`config.mk`:
```
export PLATFORM = sky130hd
export DESIGN_NAME = tcs_scheduler
export DESIGN_NICKNAME = d
export VERILOG_FILES = /design/src/rtl/tcs_pkg.sv /design/src/rtl/tcs_overrange.sv /design/src/rtl/tcs_scheduler.sv
export VERILOG_INCLUDE_DIRS = /design/src /design/src/rtl
export SDC_FILE = /design/constraint.sdc
export NUM_CORES = 1
export LEC_CHECK = 0
export ABC_AREA = 1
export BUFFER_PORTS_ARGS = -buffer_cell sky130_fd_sc_hd__buf_2
export CAP_MARGIN = 0
export CORE_MARGIN = 2
export CORE_UTILIZATION = 50
export CTS_CLUSTER_SIZE = 16
export DETAILED_ROUTE_END_ITERATION = 10
export PLACE_DENSITY = 0.7
export SLEW_MARGIN = 30
export SYNTH_ARGS = -nofsm -noshare
export SYNTH_HDL_FRONTEND = slang
export SYNTH_SLANG_ARGS = --single-unit
```
`constraint.sdc`:
```
create_clock -name clk -period 5.2 [get_ports clk]
set_input_delay 0.78 -clock clk [delete_from_list [all_inputs] [get_ports clk]]
set_output_delay 0.78 -clock clk [all_outputs]
set_load 0.05 [all_outputs]
```
`src/rtl/tcs_consts.svh`:
```
// Constants for the temperature conversion scheduler
// Assumes inclusion by bare name from rtl files
`ifndef TCS_CONSTS_SVH
`define TCS_CONSTS_SVH
`define TCS_CLK_MHZ 200
`define TCS_PERIOD_MS 5
`define TCS_NUM_TCH 3
`define TCS_NUM_ISNS 2
`define TCS_RES_W 12
`define TCS_CH_LOCAL 2'h0
`define TCS_CH_REMOTE1 2'h1
`define TCS_CH_REMOTE2 2'h2
// Integration slot per channel: the period shared out in turn
`define TCS_SLOT_CYCLES ((`TCS_PERIOD_MS * 1000 * `TCS_CLK_MHZ) / `TCS_NUM_TCH)
`define TCS_CONV_CYCLES 600
// Conversion times allowed before a missing done pulse releases the converter
`define TCS_GUARD_CONVS 4
`endif

```
`src/rtl/tcs_pkg.sv`:
```
// Types for the temperature conversion scheduler
// Assumes nothing of its surroundings
package tcs_pkg;
   typedef enum logic [1:0] {TCS_IDLE, TCS_HOST, TCS_TEMP} tcs_conv_t;
endpackage

```
`src/rtl/tcs_overrange.sv`:
```
// Latched overrange flag for one current sense channel
// Assumes trip inputs already synchronised to clk
`timescale 1ns/1ps
module tcs_overrange (
   input wire logic clk,
   input wire logic rst_n,
   input wire logic trip,
   input wire logic clear,
   output logic flag_q
);
   // Set wins over clear; only software clears
   always_ff @(posedge clk or negedge rst_n) begin
      if (!rst_n) begin
         flag_q <= 1'b0;
      end else if (trip) begin
         flag_q <= 1'b1;
      end else if (clear) begin
         flag_q <= 1'b0;
      end
   end
endmodule

```
`src/rtl/tcs_scheduler.sv`:
```
// Temperature conversion scheduler and current overrange latches
// Assumes analog comparators and converter outside; pins are asynchronous
`timescale 1ns/1ps
`include "tcs_consts.svh"
module tcs_scheduler
   import tcs_pkg::*;
#(
   parameter int SLOT_CYCLES = `TCS_SLOT_CYCLES,
   parameter int CONV_CYCLES = `TCS_CONV_CYCLES,
   parameter int RES_W = `TCS_RES_W
) (
   input wire logic clk,
   input wire logic rst_n,
   input wire logic [1:0] isense_trip,
   input wire logic [1:0] supply_under,
   input wire logic [1:0] overrange_clear,
   input wire logic autocycle_mode,
   input wire logic host_req,
   input wire logic seq_slot,
   input wire logic [1:0] append_remote,
   input wire logic signed [RES_W-1:0] temp_offset,
   input wire logic adc_done,
   input wire logic [RES_W-1:0] adc_result,
   output logic [1:0] current_overrange_flag,
   output logic adc_start_q,
   output logic [1:0] adc_chan_q,
   output logic adc_temp_q,
   output logic host_ack_q,
   output logic [RES_W-1:0] temp_local_q,
   output logic [RES_W-1:0] temp_remote1_q,
   output logic [RES_W-1:0] temp_remote2_q,
   output logic [1:0] append_q,
   output logic [2:0] fresh_q
);
   // ****************************************
   // Pin synchronisers
   // ****************************************
   logic [3:0] sync1_q;
   logic [3:0] sync2_q;
   logic [1:0] clr_sync1_q;
   logic [1:0] clr_sync2_q;
   // Trip and undervoltage pins
   always_ff @(posedge clk or negedge rst_n) begin
      if (!rst_n) begin
         sync1_q <= 4'h0;
         sync2_q <= 4'h0;
      end else begin
         sync1_q <= {supply_under, isense_trip};
         sync2_q <= sync1_q;
      end
   end

   // Software clear strobes
   always_ff @(posedge clk or negedge rst_n) begin
      if (!rst_n) begin
         clr_sync1_q <= 2'h0;
         clr_sync2_q <= 2'h0;
      end else begin
         clr_sync1_q <= overrange_clear;
         clr_sync2_q <= clr_sync1_q;
      end
   end

   // ****************************************
   // Overrange latches
   // ****************************************
   // Either comparator output sets the latch
   genvar gi;
   generate
      for (gi = 0; gi < `TCS_NUM_ISNS; gi++) begin : g_or
         tcs_overrange u_or (
            .clk(clk),
            .rst_n(rst_n),
            .trip(sync2_q[gi] | sync2_q[gi+2]),
            .clear(clr_sync2_q[gi]),
            .flag_q(current_overrange_flag[gi])
         );
      end
   endgenerate

   // ****************************************
   // Integration rotation
   // ****************************************
   logic [31:0] slot_cnt_q;
   logic [1:0] integ_ch_q;
   logic integ_end;
   assign integ_end = (slot_cnt_q == 32'(SLOT_CYCLES - 1));
   // Slot counter
   always_ff @(posedge clk or negedge rst_n) begin
      if (!rst_n) begin
         slot_cnt_q <= 32'h0000_0000;
      end else if (integ_end) begin
         slot_cnt_q <= 32'h0000_0000;
      end else begin
         slot_cnt_q <= slot_cnt_q + 32'h0000_0001;
      end
   end

   // Channel now integrating
   always_ff @(posedge clk or negedge rst_n) begin
      if (!rst_n) begin
         integ_ch_q <= `TCS_CH_LOCAL;
      end else if (integ_end) begin
         integ_ch_q <= (integ_ch_q == `TCS_CH_REMOTE2) ? `TCS_CH_LOCAL : integ_ch_q + 2'h1;
      end
   end

   // ****************************************
   // Pending temperature requests
   // ****************************************
   logic [2:0] pend_q;
   logic [1:0] pick;
   logic have_pend;
   logic take_temp;
   logic take_host;
   tcs_conv_t conv_q;
   logic [1:0] rr_q;
   always_comb begin
      pick = rr_q;
      have_pend = 1'b0;
      // Search from rotation pointer so none starves
      for (int k = 0; k < `TCS_NUM_TCH; k++) begin
         if (!have_pend && pend_q[(int'(rr_q) + k) % `TCS_NUM_TCH]) begin
            have_pend = 1'b1;
            pick = 2'((int'(rr_q) + k) % `TCS_NUM_TCH);
         end
      end
   end

   // ****************************************
   // Take decision
   // ****************************************
   logic conv_free;
   logic slot_ok;
   assign conv_free = (conv_q == TCS_IDLE) || adc_done;
   // An idle converter is taken at once; at a done, command mode always takes it, autocycle only in a marked slot
   assign slot_ok = !autocycle_mode || seq_slot;
   always_comb begin
      take_temp = 1'b0;
      if (have_pend) begin
         if (conv_q == TCS_IDLE) begin
            take_temp = 1'b1;
         end else if (adc_done && slot_ok) begin
            take_temp = 1'b1;
         end
      end
   end

   // Host conversion only when no temperature request claims the converter
   always_comb begin
      take_host = 1'b0;
      if (!take_temp && host_req && conv_free) begin
         take_host = 1'b1;
      end
   end

   // Set by integration end, cleared when served
   always_ff @(posedge clk or negedge rst_n) begin
      if (!rst_n) begin
         pend_q <= 3'h0;
      end else begin
         for (int k = 0; k < `TCS_NUM_TCH; k++) begin
            if (integ_end && integ_ch_q == 2'(k)) begin
               pend_q[k] <= 1'b1;
            end else if (take_temp && pick == 2'(k)) begin
               pend_q[k] <= 1'b0;
            end
         end
      end
   end

   // ****************************************
   // Rotation pointer
   // ****************************************
   always_ff @(posedge clk or negedge rst_n) begin
      if (!rst_n) begin
         rr_q <= `TCS_CH_LOCAL;
      end else if (take_temp) begin
         rr_q <= (pick == `TCS_CH_REMOTE2) ? `TCS_CH_LOCAL : pick + 2'h1;
      end
   end

   // ****************************************
   // Lost conversion guard
   // ****************************************
   // A missing done pulse would stall every channel for good
   logic [31:0] busy_cnt_q;
   logic conv_lost;
   assign conv_lost = (busy_cnt_q == 32'(`TCS_GUARD_CONVS * CONV_CYCLES));
   always_ff @(posedge clk or negedge rst_n) begin
      if (!rst_n) begin
         busy_cnt_q <= 32'h0000_0000;
      end else if (conv_q == TCS_IDLE || adc_done || take_temp || take_host || conv_lost) begin
         busy_cnt_q <= 32'h0000_0000;
      end else begin
         busy_cnt_q <= busy_cnt_q + 32'h0000_0001;
      end
   end

   // ****************************************
   // Converter control
   // ****************************************
   // Start strobe and host acknowledge, one cycle each
   always_ff @(posedge clk or negedge rst_n) begin
      if (!rst_n) begin
         adc_start_q <= 1'b0;
         host_ack_q <= 1'b0;
      end else begin
         adc_start_q <= take_temp | take_host;
         host_ack_q <= take_host;
      end
   end

   // Converter occupancy
   always_ff @(posedge clk or negedge rst_n) begin
      if (!rst_n) begin
         conv_q <= TCS_IDLE;
      end else if (take_temp) begin
         conv_q <= TCS_TEMP;
      end else if (take_host) begin
         conv_q <= TCS_HOST;
      end else if (adc_done || conv_lost) begin
         conv_q <= TCS_IDLE;
      end
   end

   // Channel and kind of the running conversion
   always_ff @(posedge clk or negedge rst_n) begin
      if (!rst_n) begin
         adc_chan_q <= `TCS_CH_LOCAL;
         adc_temp_q <= 1'b0;
      end else if (take_temp) begin
         adc_chan_q <= pick;
         adc_temp_q <= 1'b1;
      end else if (take_host) begin
         adc_temp_q <= 1'b0;
      end
   end

   // ****************************************
   // Result store with offset
   // ****************************************
   logic [RES_W-1:0] corrected;
   logic temp_done;
   assign corrected = RES_W'($signed(adc_result) + temp_offset);
   assign temp_done = adc_done && (conv_q == TCS_TEMP);
   always_ff @(posedge clk or negedge rst_n) begin
      if (!rst_n) begin
         temp_local_q <= '0;
         temp_remote1_q <= '0;
         temp_remote2_q <= '0;
      end else if (temp_done) begin
         case (adc_chan_q)
            `TCS_CH_LOCAL: begin
               temp_local_q <= corrected;
            end
            `TCS_CH_REMOTE1: begin
               temp_remote1_q <= corrected;
            end
            `TCS_CH_REMOTE2: begin
               temp_remote2_q <= corrected;
            end
            default: begin
               temp_local_q <= temp_local_q;
            end
         endcase
      end
   end

   // One-hot strobe naming the result just stored
   always_ff @(posedge clk or negedge rst_n) begin
      if (!rst_n) begin
         fresh_q <= 3'h0;
      end else if (temp_done) begin
         fresh_q <= 3'h1 << adc_chan_q;
      end else begin
         fresh_q <= 3'h0;
      end
   end

   // ****************************************
   // Output sequence append
   // ****************************************
   // Appending applies in command mode only
   always_ff @(posedge clk or negedge rst_n) begin
      if (!rst_n) begin
         append_q <= 2'h0;
      end else begin
         append_q <= autocycle_mode ? 2'h0 : append_remote;
      end
   end
endmodule
```
==> out/summary.txt, run 1 <==
status = finished clean
Core Area = 0.0139 mm2
Worst Path Max Fanout = 4
Die Area = 0.0151 mm2
worst reg-to-reg setup slack = 3.12 ns
register area share after synthesis = 47.0%
Tmin final = 2.25 ns
H-tree Lvls = 4
R2R Path Start = rr_q[0]$_DFFE_PN0P_
first-pass GRT wire length = 26,700 um
CTS clock-pin slew for the worst setup and hold paths = 0.06 ns
DR WL/cell = 13.7 um
largest area contributor in the netlist = dfrtp_1
worst vdd ir = 0.000282 V
GP Congestion = 0.942
# DRC = 0
cts hold-fix bufs = 0
worst reg2reg endpoint = rr_q[0]$_DFFE_PN0P_
Most common cell on crit path = nand2_1
Setup Skew = 0.00774 ns
Syn Inst Count = 882
Max Transition Viols Final = 0
clk sinks = 133
Post-CTS Setup Bufs = 0
ranking of synthesized cells by area = dfrtp_1 47%, nand2_1 11%, inv_1 6.6%
Rel. slew slack = 46.0%
DIE WIDTH = 123 um
mapped cell area = 0.00709 mm2
PwrDens = 463 mW/mm2
Num CTS Buffers = 17
CP arrival = 2.55 ns
gr usage total = 22.6%
hold worst-path end = sync2_q[3]$_DFF_PN0_
Die H = 123 um
TritonRoute pass-1 iters = 4
CTS tree = done
switching power total = 1600 uW
Max Freq = 444 MHz
final setup TNS = 0 ns
clk_lat worst skew = 0.42 ns
starting density of the core = 51.1%
hold depth = 0
CP bufs+invs = 1
Reg power frac = 35.6%
slowest stage delay, CP = 0.42 ns
Min-Delay Path Class = flip-flop to flip-flop
syn_area_per_cell = 8.04 um2
Startpoint Class = primary input
final core utilization = 59.3%
Vias = 6,106
Antenna Nets Post-Route = 0
post-synthesis simple-gate area fraction = 31.7%
Synth warnings = 0
layout cells sized above 1 = 15.0%
syn nets = 939
Power Internal = 2220 uW
HPWL Detailed = 12,000 um
worst-margin pin slew = 0.809 ns
final WL = 16,000 um
GRT Residual Overflow = 0
# rows = 43
Comb power frac = 35.2%
final hold violation count = 0
period utilization = 43.3%
number of global-route vias before repair = 5,656
total power draw = 3810 uW
Syn-to-layout area delta = 16.2%
pin count of the biggest net entering global routing = 93
endpoint type of the worst setup path = flip-flop
Ports = 86
footprint of the multi-input gates = 0.00320 mm2
Final Setup Violations = 0
xor/xnor share of the synthesized area = 4.82%
Reg2Reg Depth = 13
Via density = 5.22
number of antenna violations at the first check in global routing = 0
Root Driver = clkbuf_16
Req. time, crit path = 5.50 ns
slowest CP cell = fa_1
hold_sp = sync1_q[3]$_DFF_PN0_
largest family of logic cells by synthesized area = simple AND/OR/NAND/NOR gates
register area = 0.00333 mm2
initial DRC count = 426
RSZ-0062 raised after global routing = no
Yosys reg bits = 133
Min Hold Slack = 0.346 ns
top cell type's share of synthesized area = 47.0%
Crit Path Category = primary input to flip-flop
crit-path cells = buf_2, ha_1, fa_1, nand2_1, nand2_1, o21ai_0, o21ai_0, or2_2, nand3_1, nand2_1
clock share of power = 29.2%
switch share = 41.9%
Lkg Pwr = 0.00413 uW
max_cap viols = 0
synth unique cells = 39
CP top delay family = adder cells
antenna fix cells = 0
# fillers = 1,300
post-synthesis compound-gate area fraction = 5.08%
nets = 1,033
PortBufs = 85
post-cts gate resize count = 0
post-synthesis adder-cell area fraction = 3.46%
Clock Path Buffers = 2
multiplexer area fraction after synthesis = 0%
## placed cells by master, fill, tap and decap left out, drive strengths merged, types with 2 or more instances in the layout
cell type,n
nand4,36
inv,129
nor2,85
ha,18
buf,87
a21o,2
clkinv,9
nand2,211
or2,4
nand3b,7
xnor2,5
a21oi,18
nor4,15
dfrtp,133
clkbuf,19
nor3b,4
nand3,69
o21ai,38
xor2,34
a31oi,3
clkinvlp,3
nor3,53
## stage by stage
stage | worst slack, ns | std cells | area, um2
3_3_place_gp | 2.60 | 1137 | 7680
5_1_grt | 2.85 | 1169 | 8230
6_report | 2.95 | 1169 | 8230
2_1_floorplan | 2.88 | 882 | 7090
4_1_cts | 2.99 | 1169 | 8230
3_5_place_dp | 2.54 | 1137 | 7680
## routing by layer
| layer | GRT usage (%) | vias up | wire (um) |
|---|---|---|---|
| met5 | 0 | - | 0 |
| met4 | 7.32 | 0 | 227 |
| met3 | 5.72 | 17 | 833 |
| met2 | 34.8 | 157 | 7420 |
| met1 | 31.3 | 2869 | 7560 |
| li1 | - | 3063 | - |
## power groups by stage
stage	combinational [uW]	sequential (uW)	clock (uW)
finish	1340	1360	1110
global route	1480	1380	1200
CTS	1350	1360	1140
detailed placement	1350	1380	0
global placement	1330	1380	0
floorplan	497	1890	0
## sequential cells by signal, indices dropped and copies added, names as in the netlist
register / count
busy_cnt_q: 32
fresh_q: 3
conv_q: 2
g_or.u_or.flag_q: 2
adc_temp_q: 1
adc_chan_q: 2
temp_remote1_q: 12
adc_start_q: 1
slot_cnt_q: 32
sync2_q: 4
append_q: 2
integ_ch_q: 2
clr_sync1_q: 2
pend_q: 3
host_ack_q: 1
temp_local_q: 12
rr_q: 2
temp_remote2_q: 12
clr_sync2_q: 2
sync1_q: 4
## synth_stat cells (all sizes together)
| cell | number |
|---|---|
| nor3b | 4 |
| nand3 | 69 |
| xor2 | 34 |
| inv | 128 |
| xnor2 | 5 |
| fa | 1 |
| clkinv | 1 |
| and3 | 1 |
| nand3b | 7 |
| o21a | 1 |
| or3 | 1 |
| nor2 | 85 |
| buf | 11 |
| or2 | 4 |
| a31oi | 3 |
| a21o | 2 |
| nor3 | 53 |
| dfrtp | 133 |
| nand4 | 36 |
| clkbuf | 1 |
| ha | 18 |
| nor4 | 15 |
| a21oi | 18 |
| a211o | 1 |
| nand2 | 211 |
| and2 | 1 |
| o21ai | 38 |
## worst max-delay path by stage
| stage | from | endpoint | slack [ns] | cells after the start |
|---|---|---|---|---|
| after global placement | temp_offset[0] | temp_remote2_q[6]$_DFFE_PN0P_ | 2.60 | 10 |
| after CTS | temp_offset[0] | temp_remote2_q[6]$_DFFE_PN0P_ | 2.99 | 10 |
| final | temp_offset[0] | temp_remote2_q[6]$_DFFE_PN0P_ | 2.95 | 10 |
| after detailed placement | temp_offset[0] | temp_remote2_q[6]$_DFFE_PN0P_ | 2.54 | 10 |
| after global routing | temp_offset[0] | temp_remote2_q[10]$_DFFE_PN0P_ | 2.85 | 12 |
| after floorplan | temp_offset[0] | temp_remote2_q[6]$_DFFE_PN0P_ | 2.88 | 9 |
## cell families (layout without fill, tap and decap cells)
family	after synthesis	after routing
AO/OA/AOI/OAI	63	63
XOR/XNOR	39	39
adder cells (fa/ha/maj)	19	19
buffers and inverters	141	248
flip-flops	133	133
AND/OR/NAND/NOR	487	487
## final cells by class
cell class / instances / area share [%]
inverters: 129 / 5.88
clock buffers: 19 / 5.38
repair buffers: 87 / 5.42
multi-input cells: 608 / 38.8
well taps: 180 / 2.74
clock inverters: 13 / 1.32
flip-flops and latches: 133 / 40.4
(Power assumes the default switching activity.)
==> run 2, diff against run 1 <==
--- a/config.mk
+++ b/config.mk
@@ -6,14 +6,14 @@
 export SDC_FILE = /design/constraint.sdc
 export NUM_CORES = 1
 export LEC_CHECK = 0
-export ABC_AREA = 1
+export ABC_AREA = 0
 export BUFFER_PORTS_ARGS = -buffer_cell sky130_fd_sc_hd__buf_2
 export CAP_MARGIN = 0
 export CORE_MARGIN = 2
 export CORE_UTILIZATION = 50
 export CTS_CLUSTER_SIZE = 16
 export DETAILED_ROUTE_END_ITERATION = 10
-export PLACE_DENSITY = 0.7
+export PLACE_DENSITY = 0.71
 export SLEW_MARGIN = 30
 export SYNTH_ARGS = -nofsm -noshare
 export SYNTH_HDL_FRONTEND = slang
==> constraint.sdc (replaced) <==
create_clock -name clk -period 2.2 [get_ports clk]
set_input_delay 0.33 -clock clk [delete_from_list [all_inputs] [get_ports clk]]
set_output_delay 0.33 -clock clk [all_outputs]
set_load 0.05 [all_outputs]
==> run 2 against run 1 <==
Worst hold slack worse by 0.33 ns; non-clock buffer count up 19; sequential power up 130%; worst setup slack worse by 2.9 ns; synthesized cell count down 35%; area after synthesis down 10%; critical endpoint is now rr_q[0]$_DFFE_PN0P_.
==> out/summary.txt, run 2 <==
CTS tree = done
TritonRoute pass-1 iters = 4 (unchanged)
antenna fix cells = 0 (unchanged)
Die Area = 0.0137 mm2 (-9.7%)
final WL = 12,800 um (-20%)
ys async rst share = 100% (unchanged)
DRT met1 WL = 5740 um (-24%)
# rows = 41 (-4.7%)
mapped cell area = 0.00638 mm2 (-10%)
Reg power frac = 34.2% (-1.4 points)
largest area contributor in the netlist = dfrtp_1
commonest non-fill, non-tap cells in the layout = 133 x dfrtp_1, 84 x buf_2, 69 x nor2_1, 39 x xor2_1, 38 x nand2_1
final hold violation count = 0 (unchanged)
Crit Path Category = flip-flop to flip-flop
Die H = 117 um (-5.0%)
total power draw = 9200 uW (+140%)
xor/xnor share of the synthesized area = 9.59% (+4.8 points)
Rel. slew slack = 62.3% (+16 points)
Clock Path Buffers = 2 (unchanged)
post-synthesis simple-gate area fraction = 18.7% (-13 points)
post-synthesis compound-gate area fraction = 6.88% (+1.8 points)
first-pass GRT wire length = 20,400 um (-23%)
Tmin final = 2.16 ns
max_cap viols = 0 (unchanged)
pre-CTS setup slack = -0.132 ns (-2.68 ns)
ys flop type = dfrtp_1
Startpoint Class = flip-flop
switching power total = 3520 uW (+120%)
CTS clock-pin slew for the worst setup and hold paths = 0.05 ns (about the same)
Max Transition Viols Final = 0 (unchanged)
largest family of logic cells by synthesized area = simple AND/OR/NAND/NOR gates
PwrDens = 1180 mW/mm2 (+150%)
gr usage total = 19.3% (-3.3 points)
# DRC = 0 (unchanged)
post-synthesis adder-cell area fraction = 3.84% (+0.38 points)
Yosys reg bits = 133 (unchanged)
Synth warnings = 0 (unchanged)
Regs by FF count = busy_cnt_q: 32 flops, slot_cnt_q: 32 flops
syn_area_per_cell = 11.1 um2 (+39%)
most common cell in the synthesized netlist = dfrtp_1
Via density = 5.34 (+2.2%)
top cell type's share of synthesized area = 52.2% (+5.2 points)
Core Area = 0.0125 mm2 (-9.8%)
Syn Inst Count = 573 (-35%)
clk sinks = 133 (unchanged)
commonest cells in the netlist = 133 x dfrtp_1, 69 x nor2_1, 39 x xor2_1, 38 x nand2_1, 34 x nand3_1
Vias = 4,643 (-24%)
Syn-to-layout area delta = 22.6%
clock share of power = 30.6% (+1.4 points)
number of synthesized flops with an enable pin = 0 (unchanged)
layout cells sized above 1 = 28.8% (+14 points)
setup ws final = 0.0395 ns (-2.91 ns)
register area share after synthesis = 52.2% (+5.2 points)
GRT Residual Overflow = 0 (unchanged)
Setup Skew = 0.00931 ns (+0.00158 ns)
Req. time, crit path = 2.50 ns (-3.00 ns)
number of global-route vias before repair = 4,445 (-21%)
# fillers = 987 (-24%)
period utilization = 98.2%
Ports = 86 (unchanged)
DR WL/cell = 14.8 um (+7.5%)
Final Setup Violations = 0 (unchanged)
met3 routed WL = 585 um (-30%)
starting density of the core = 51.0% (-0.084 points)
worst vdd ir = 0.000512 V (+81%)
DIE WIDTH = 117 um (-5.0%)
worst-margin pin slew = 0.561 ns (-0.249 ns)
switch share = 38.3% (-3.6 points)
DR top layer = met4
Worst Path Max Fanout = 6 (+2)
Power Internal = 5670 uW (+160%)
Min-Delay Path Class = primary input to flip-flop
GP Congestion = 0.900 (-4.5%)
H-tree Lvls = 4 (unchanged)
PortBufs = 85 (unchanged)
multiplexer area fraction after synthesis = 6.45% (+6.5 points)
commonest non-fill, non-tap cell in the layout = dfrtp_1
clk_lat worst skew = 0.43 ns (about the same)
endpoint type of the worst setup path = flip-flop
status = finished clean
initial DRC count = 269 (-37%)
nets = 743 (-28%)
Comb power frac = 35.2% (about the same)
HPWL Detailed = 8780 um (-27%)
CP arrival = 2.46 ns (-0.09 ns)
met2 routed WL = 6310 um (-15%)
Antenna Nets Post-Route = 0 (unchanged)
ranking of synthesized cells by area = dfrtp_1 52%, mux2_2 5.8%, xor2_1 5.4%
Root Driver = clkbuf_16
syn nets = 630 (-33%)
Lkg Pwr = 0.00361 uW (-12%)
Num CTS Buffers = 17 (unchanged)
Post-CTS Setup Bufs = 0 (unchanged)
Max Freq = 463 MHz
pin count of the biggest net entering global routing = 66 (-29%)
synth unique cells = 62 (+59%)
number of antenna violations at the first check in global routing = 0 (unchanged)
run 2: cell types whose count changed after synthesis, moves of 6 or more:
cell     delta
nand2_1   -171
inv_1     -105
nor3_1     -40
mux2_2     +33
nand3_1    -32
xnor2_1    +24
o21ai_0    -21
nand4_1    -18
nor2_1     -14
and3_1     +10
nor2b_1     +7
a21oi_1     -6
run 2: per-layer routing:
metal,GRT usage [%],vias to the layer above
met3,5.61,17
met1,23.7,2282
met4,7.53,0
li1,-,2238
met2,32.4,106
met5,0,-
run 2: kinds of logic (layout without fill, tap and decap cells):
kind of cell / count (synthesis) / count (layout)
buffers and inverters: 32 / 157
XOR/XNOR: 69 / 69
flip-flops: 133 / 133
adder cells (fa/ha/maj): 19 / 19
AND/OR/NAND/NOR: 225 / 225
multiplexers: 37 / 37
AO/OA/AOI/OAI: 58 / 58
run 2: worst paths after layout:
path,from,endpoint,slack [ns],cells after the start
max in group asynchronous,rst_n,busy_cnt_q[11]$_DFF_PN0_,1.34,3
min in group asynchronous,rst_n,temp_local_q[9]$_DFFE_PN0P_,0.31,2
worst max register to register,rr_q[1]$_DFFE_PN0P_,rr_q[0]$_DFFE_PN0P_,0.04,8
worst min register to register,sync1_q[2]$_DFF_PN0_,sync2_q[2]$_DFF_PN0_,0.35,0
worst max-delay path,rr_q[1]$_DFFE_PN0P_,rr_q[0]$_DFFE_PN0P_,0.04,8
worst min-delay path,isense_trip[1],sync1_q[1]$_DFF_PN0_,0.01,1
run 2: final cells by class:
| type | count | area [um2] | share of cell area, % |
|---|---|---|---|
| well taps | 172 | 215 | 2.75 |
| multi-input cells | 408 | 2980 | 38.2 |
| clock inverters | 13 | 159 | 2.03 |
| repair buffers | 106 | 631 | 8.06 |
| flip-flops and latches | 133 | 3330 | 42.6 |
| inverters | 20 | 75.1 | 0.960 |
| clock buffers | 18 | 429 | 5.49 |
run 2: critical path, cell delays in order (launching register included):
cell and delay, ns:
dfrtp_1 0.41, inv_1 0.15, ha_1 0.36, nor2b_1 0.10
o21ai_0 0.25, a21oi_2 0.14, o31ai_2 0.34, o21bai_2 0.20
o21ai_1 0.09
run 2: metrics by stage:
stage	std cells	hold WS (ns)	area, um2	TNS, ns	util, %
finish	870	0.0131	7820	0	62.5
global route	870	0.00113	7820	-0.0829	62.5
CTS	870	0.000598	7740	-0.0141	61.9
detailed placement	836	0.172	7120	-0.842	56.9
global placement	836	0.169	7120	-0.495	56.9
floorplan	573	0.0344	6380	0	-
run 2: repair_timing:
item | in CTS | in global routing
cloned | 0 | 0
gates resized for setup | 1 | 12
endpoints found under the hold margin | 9 | 0
hold buffers | 3 | 0
setup endpoints to repair | 3 | 39
pin swaps | 0 | 1
run 2: power groups by stage:
stage | Sequential [uW] | Clock (uW) | Combinational, uW
after global placement | 3150 | 0 | 3020
final | 3140 | 2810 | 3240
after detailed placement | 3170 | 0 | 3070
after floorplan | 4370 | 0 | 1090
after global routing | 3190 | 2960 | 3440
after CTS | 3130 | 2870 | 3100
==> run 3, diff against run 2 <==
==> constraint.sdc (replaced) <==
create_clock -name clk -period 2.5 [get_ports clk]
set_input_delay 0.375 -clock clk [delete_from_list [all_inputs] [get_ports clk]]
set_output_delay 0.375 -clock clk [all_outputs]
set_load 0.05 [all_outputs]
==> run 3 against run 2 <==
Non-clock buffer count shrank 11; critical path depth stayed put; sequential share of layout area is 0.60 points higher; via count decreased by 0.34%; combinational power is 18% lower; clock power decreased by 2%; clock skew grew 0.00063 ns; register-to-register slack improved by 0.14 ns; sequential cell count is the same; critical endpoint is now pend_q[2]$_DFFE_PN0P_; largest cell class unchanged; highest routed layer unchanged.
==> out/summary.txt, run 3 (same netlist as run 2, synthesis figures left out) <==
initial DRC count = 358 (+33%)
CTS clock-pin slew for the worst setup and hold paths = 0.06 ns (about the same)
Clock Path Buffers = 2 (unchanged)
number of antenna violations at the first check in global routing = 0 (unchanged)
Setup Skew = 0.00995 ns (+0.000634 ns)
GRT Residual Overflow = 0 (unchanged)
Final Setup Violations = 0 (unchanged)
worst vdd ir = 0.000530 V (+3.4%)
Vias = 4,627 (-0.34%)
pin count of the biggest net entering global routing = 67 (+1.5%)
RSZ-0062 raised after global routing = no
max_cap viols = 0 (unchanged)
Via density = 5.38 (+0.81%)
Root Driver = clkbuf_16
Core Area = 0.0125 mm2 (unchanged)
clk_lat worst skew = 0.41 ns (-0.02 ns)
hold worst-path end = sync1_q[0]$_DFF_PN0_
GP Congestion = 0.930 (+3.4%)
DR WL/cell = 14.7 um (-0.12%)
slowest stage delay, CP = 0.42 ns (about the same)
Rel. slew slack = 63.8% (+1.5 points)
hold depth = 1 (unchanged)
crit-path cells = inv_1, ha_1, mux2i_1, o221ai_2, a211oi_2, o31ai_2, nor3_1, o21ai_1
H-tree Lvls = 4 (unchanged)
number of global-route vias before repair = 4,516 (+1.6%)
worst reg-to-reg setup slack = 0.18 ns (+0.14 ns)
nets = 732 (-1.5%)
post-route cell area = 0.00771 mm2 (-1.4%)
Max Freq = 431 MHz (-6.8%)
HPWL Detailed = 8860 um (+0.95%)
PwrDens = 1060 mW/mm2 (-9.9%)
Startpoint Class = flip-flop
Regs by FF count = busy_cnt_q: 32 flops, slot_cnt_q: 32 flops
CTS tree = done
period utilization = 92.7% (-5.5 points)
status = finished clean
Min-Delay Path Class = primary input to flip-flop
antenna fix cells = 0 (unchanged)
Lkg Pwr = 0.00358 uW (-0.86%)
R2R Path Start = rr_q[1]$_DFFE_PN0P_
Tmin final = 2.32 ns (+0.158 ns)
hold_sp = isense_trip[0]
Post-CTS Setup Bufs = 0 (unchanged)
final setup TNS = 0 ns (unchanged)
CP arrival = 2.61 ns (+0.15 ns)
Die Area = 0.0137 mm2 (unchanged)
DIE WIDTH = 117 um (unchanged)
Worst Path Max Fanout = 6 (unchanged)
Syn-to-layout area delta = 20.9%
Num CTS Buffers = 17 (unchanged)
PortBufs = 85 (unchanged)
Req. time, crit path = 2.79 ns (+0.29 ns)
clk sinks = 133 (unchanged)
Antenna Nets Post-Route = 0 (unchanged)
starting density of the core = 51.0% (unchanged)
Max Transition Viols Final = 0 (unchanged)
# DRC = 0 (unchanged)
final WL = 12,700 um (-1.3%)
first-pass GRT wire length = 20,900 um (+2.5%)
Ports = 86 (unchanged)
# rows = 41 (unchanged)
Crit Path Category = flip-flop to flip-flop
TritonRoute pass-1 iters = 4 (unchanged)
endpoint type of the worst setup path = flip-flop
worst-margin pin slew = 0.537 ns (-0.0231 ns)
# fillers = 1,011 (+2.4%)
commonest non-fill, non-tap cell in the layout = dfrtp_1
final hold violation count = 0 (unchanged)
Placement Cell Area = 0.00704 mm2 (-1.1%)
layout cells sized above 1 = 27.3% (-1.5 points)
Die H = 117 um (unchanged)
worst reg2reg endpoint = pend_q[2]$_DFFE_PN0P_
slowest CP cell = dfrtp_1
gr usage total = 19.4% (+0.10 points)
Reg2Reg Depth = 8 (unchanged)
commonest non-fill, non-tap cells in the layout = 133 x dfrtp_1, 84 x buf_2, 69 x nor2_1, 39 x xor2_1, 38 x nand2_1
run 3: worst max path at each step:
| stage | start | to | slack, ns | cells after the start |
|---|---|---|---|---|
| final | rr_q[1]$_DFFE_PN0P_ | pend_q[2]$_DFFE_PN0P_ | 0.18 | 8 |
| after CTS | rr_q[0]$_DFFE_PN0P_ | pend_q[2]$_DFFE_PN0P_ | 0.15 | 8 |
| after detailed placement | temp_offset[0] | temp_remote1_q[10]$_DFFE_PN0P_ | 0.09 | 9 |
| after global placement | temp_offset[0] | temp_remote2_q[10]$_DFFE_PN0P_ | 0.13 | 9 |
| after global routing | rr_q[1]$_DFFE_PN0P_ | pend_q[2]$_DFFE_PN0P_ | 0.005 | 8 |
| after floorplan | temp_offset[0] | temp_local_q[10]$_DFFE_PN0P_ | 0.37 | 8 |
run 3: what timing repair did:
item	in CTS	in global routing
resized for setup	0	1
hold buffers	1	0
endpoints found under the hold margin	34	0
setup endpoints to repair	0	2
run 3: cell type report:
class                           count  area (um2)  share of cell area, %
Sequential cell                   133        3330                   43.2
Clock inverter                     14         221                   2.87
Clock buffer                       18         439                   5.69
Tap cell                          172         215                   2.79
Inverter                           20        75.1                  0.973
Timing Repair Buffer               95         531                   6.88
Multi-Input combinational cell    408        2900                   37.6
run 3: through the flow:
step / setup WS, ns / power (uW) / cells / hold WS (ns) / util, %
finish: 0.181 / 8170 / 860 / 0.0669 / 61.6
detailed placement: 0.0931 / 5440 / 827 / 0.335 / 56.2
floorplan: 0.375 / 4800 / 573 / 0.0794 / -
CTS: 0.149 / 8230 / 860 / 0.0530 / 61.6
global route: 0.00522 / 8530 / 860 / 0.0499 / 61.6
global placement: 0.130 / 5360 / 827 / 0.331 / 56.2
run 3: where the power goes:
| part | internal (uW) | switching (uW) | total [uW] |
|---|---|---|---|
| clock | 1810 | 948 | 2760 |
| combinational | 799 | 1860 | 2660 |
| sequential | 2520 | 236 | 2760 |
| total | 5130 | 3040 | 8170 |
run 3: layer usage:
layer | up-vias | global-route usage, % | share of wire (%)
met1 | 2260 | 24.7 | 44
met4 | 0 | 7.37 | 1.5
met3 | 19 | 4.58 | 5.2
met2 | 133 | 32.4 | 49
li1 | 2215 | - | -
met5 | - | 0 | 0
run 3: worst max-delay path, delay by kind of cell (launching register included):
kind | cells | cell delay [ns]
adders and majority gates | 1 | 0.31
and+or+nand+nor | 1 | 0.25
AOI/OAI and AO/OA | 4 | 0.77
DFF | 1 | 0.42
buffers and inverters | 1 | 0.13
muxes | 1 | 0.32
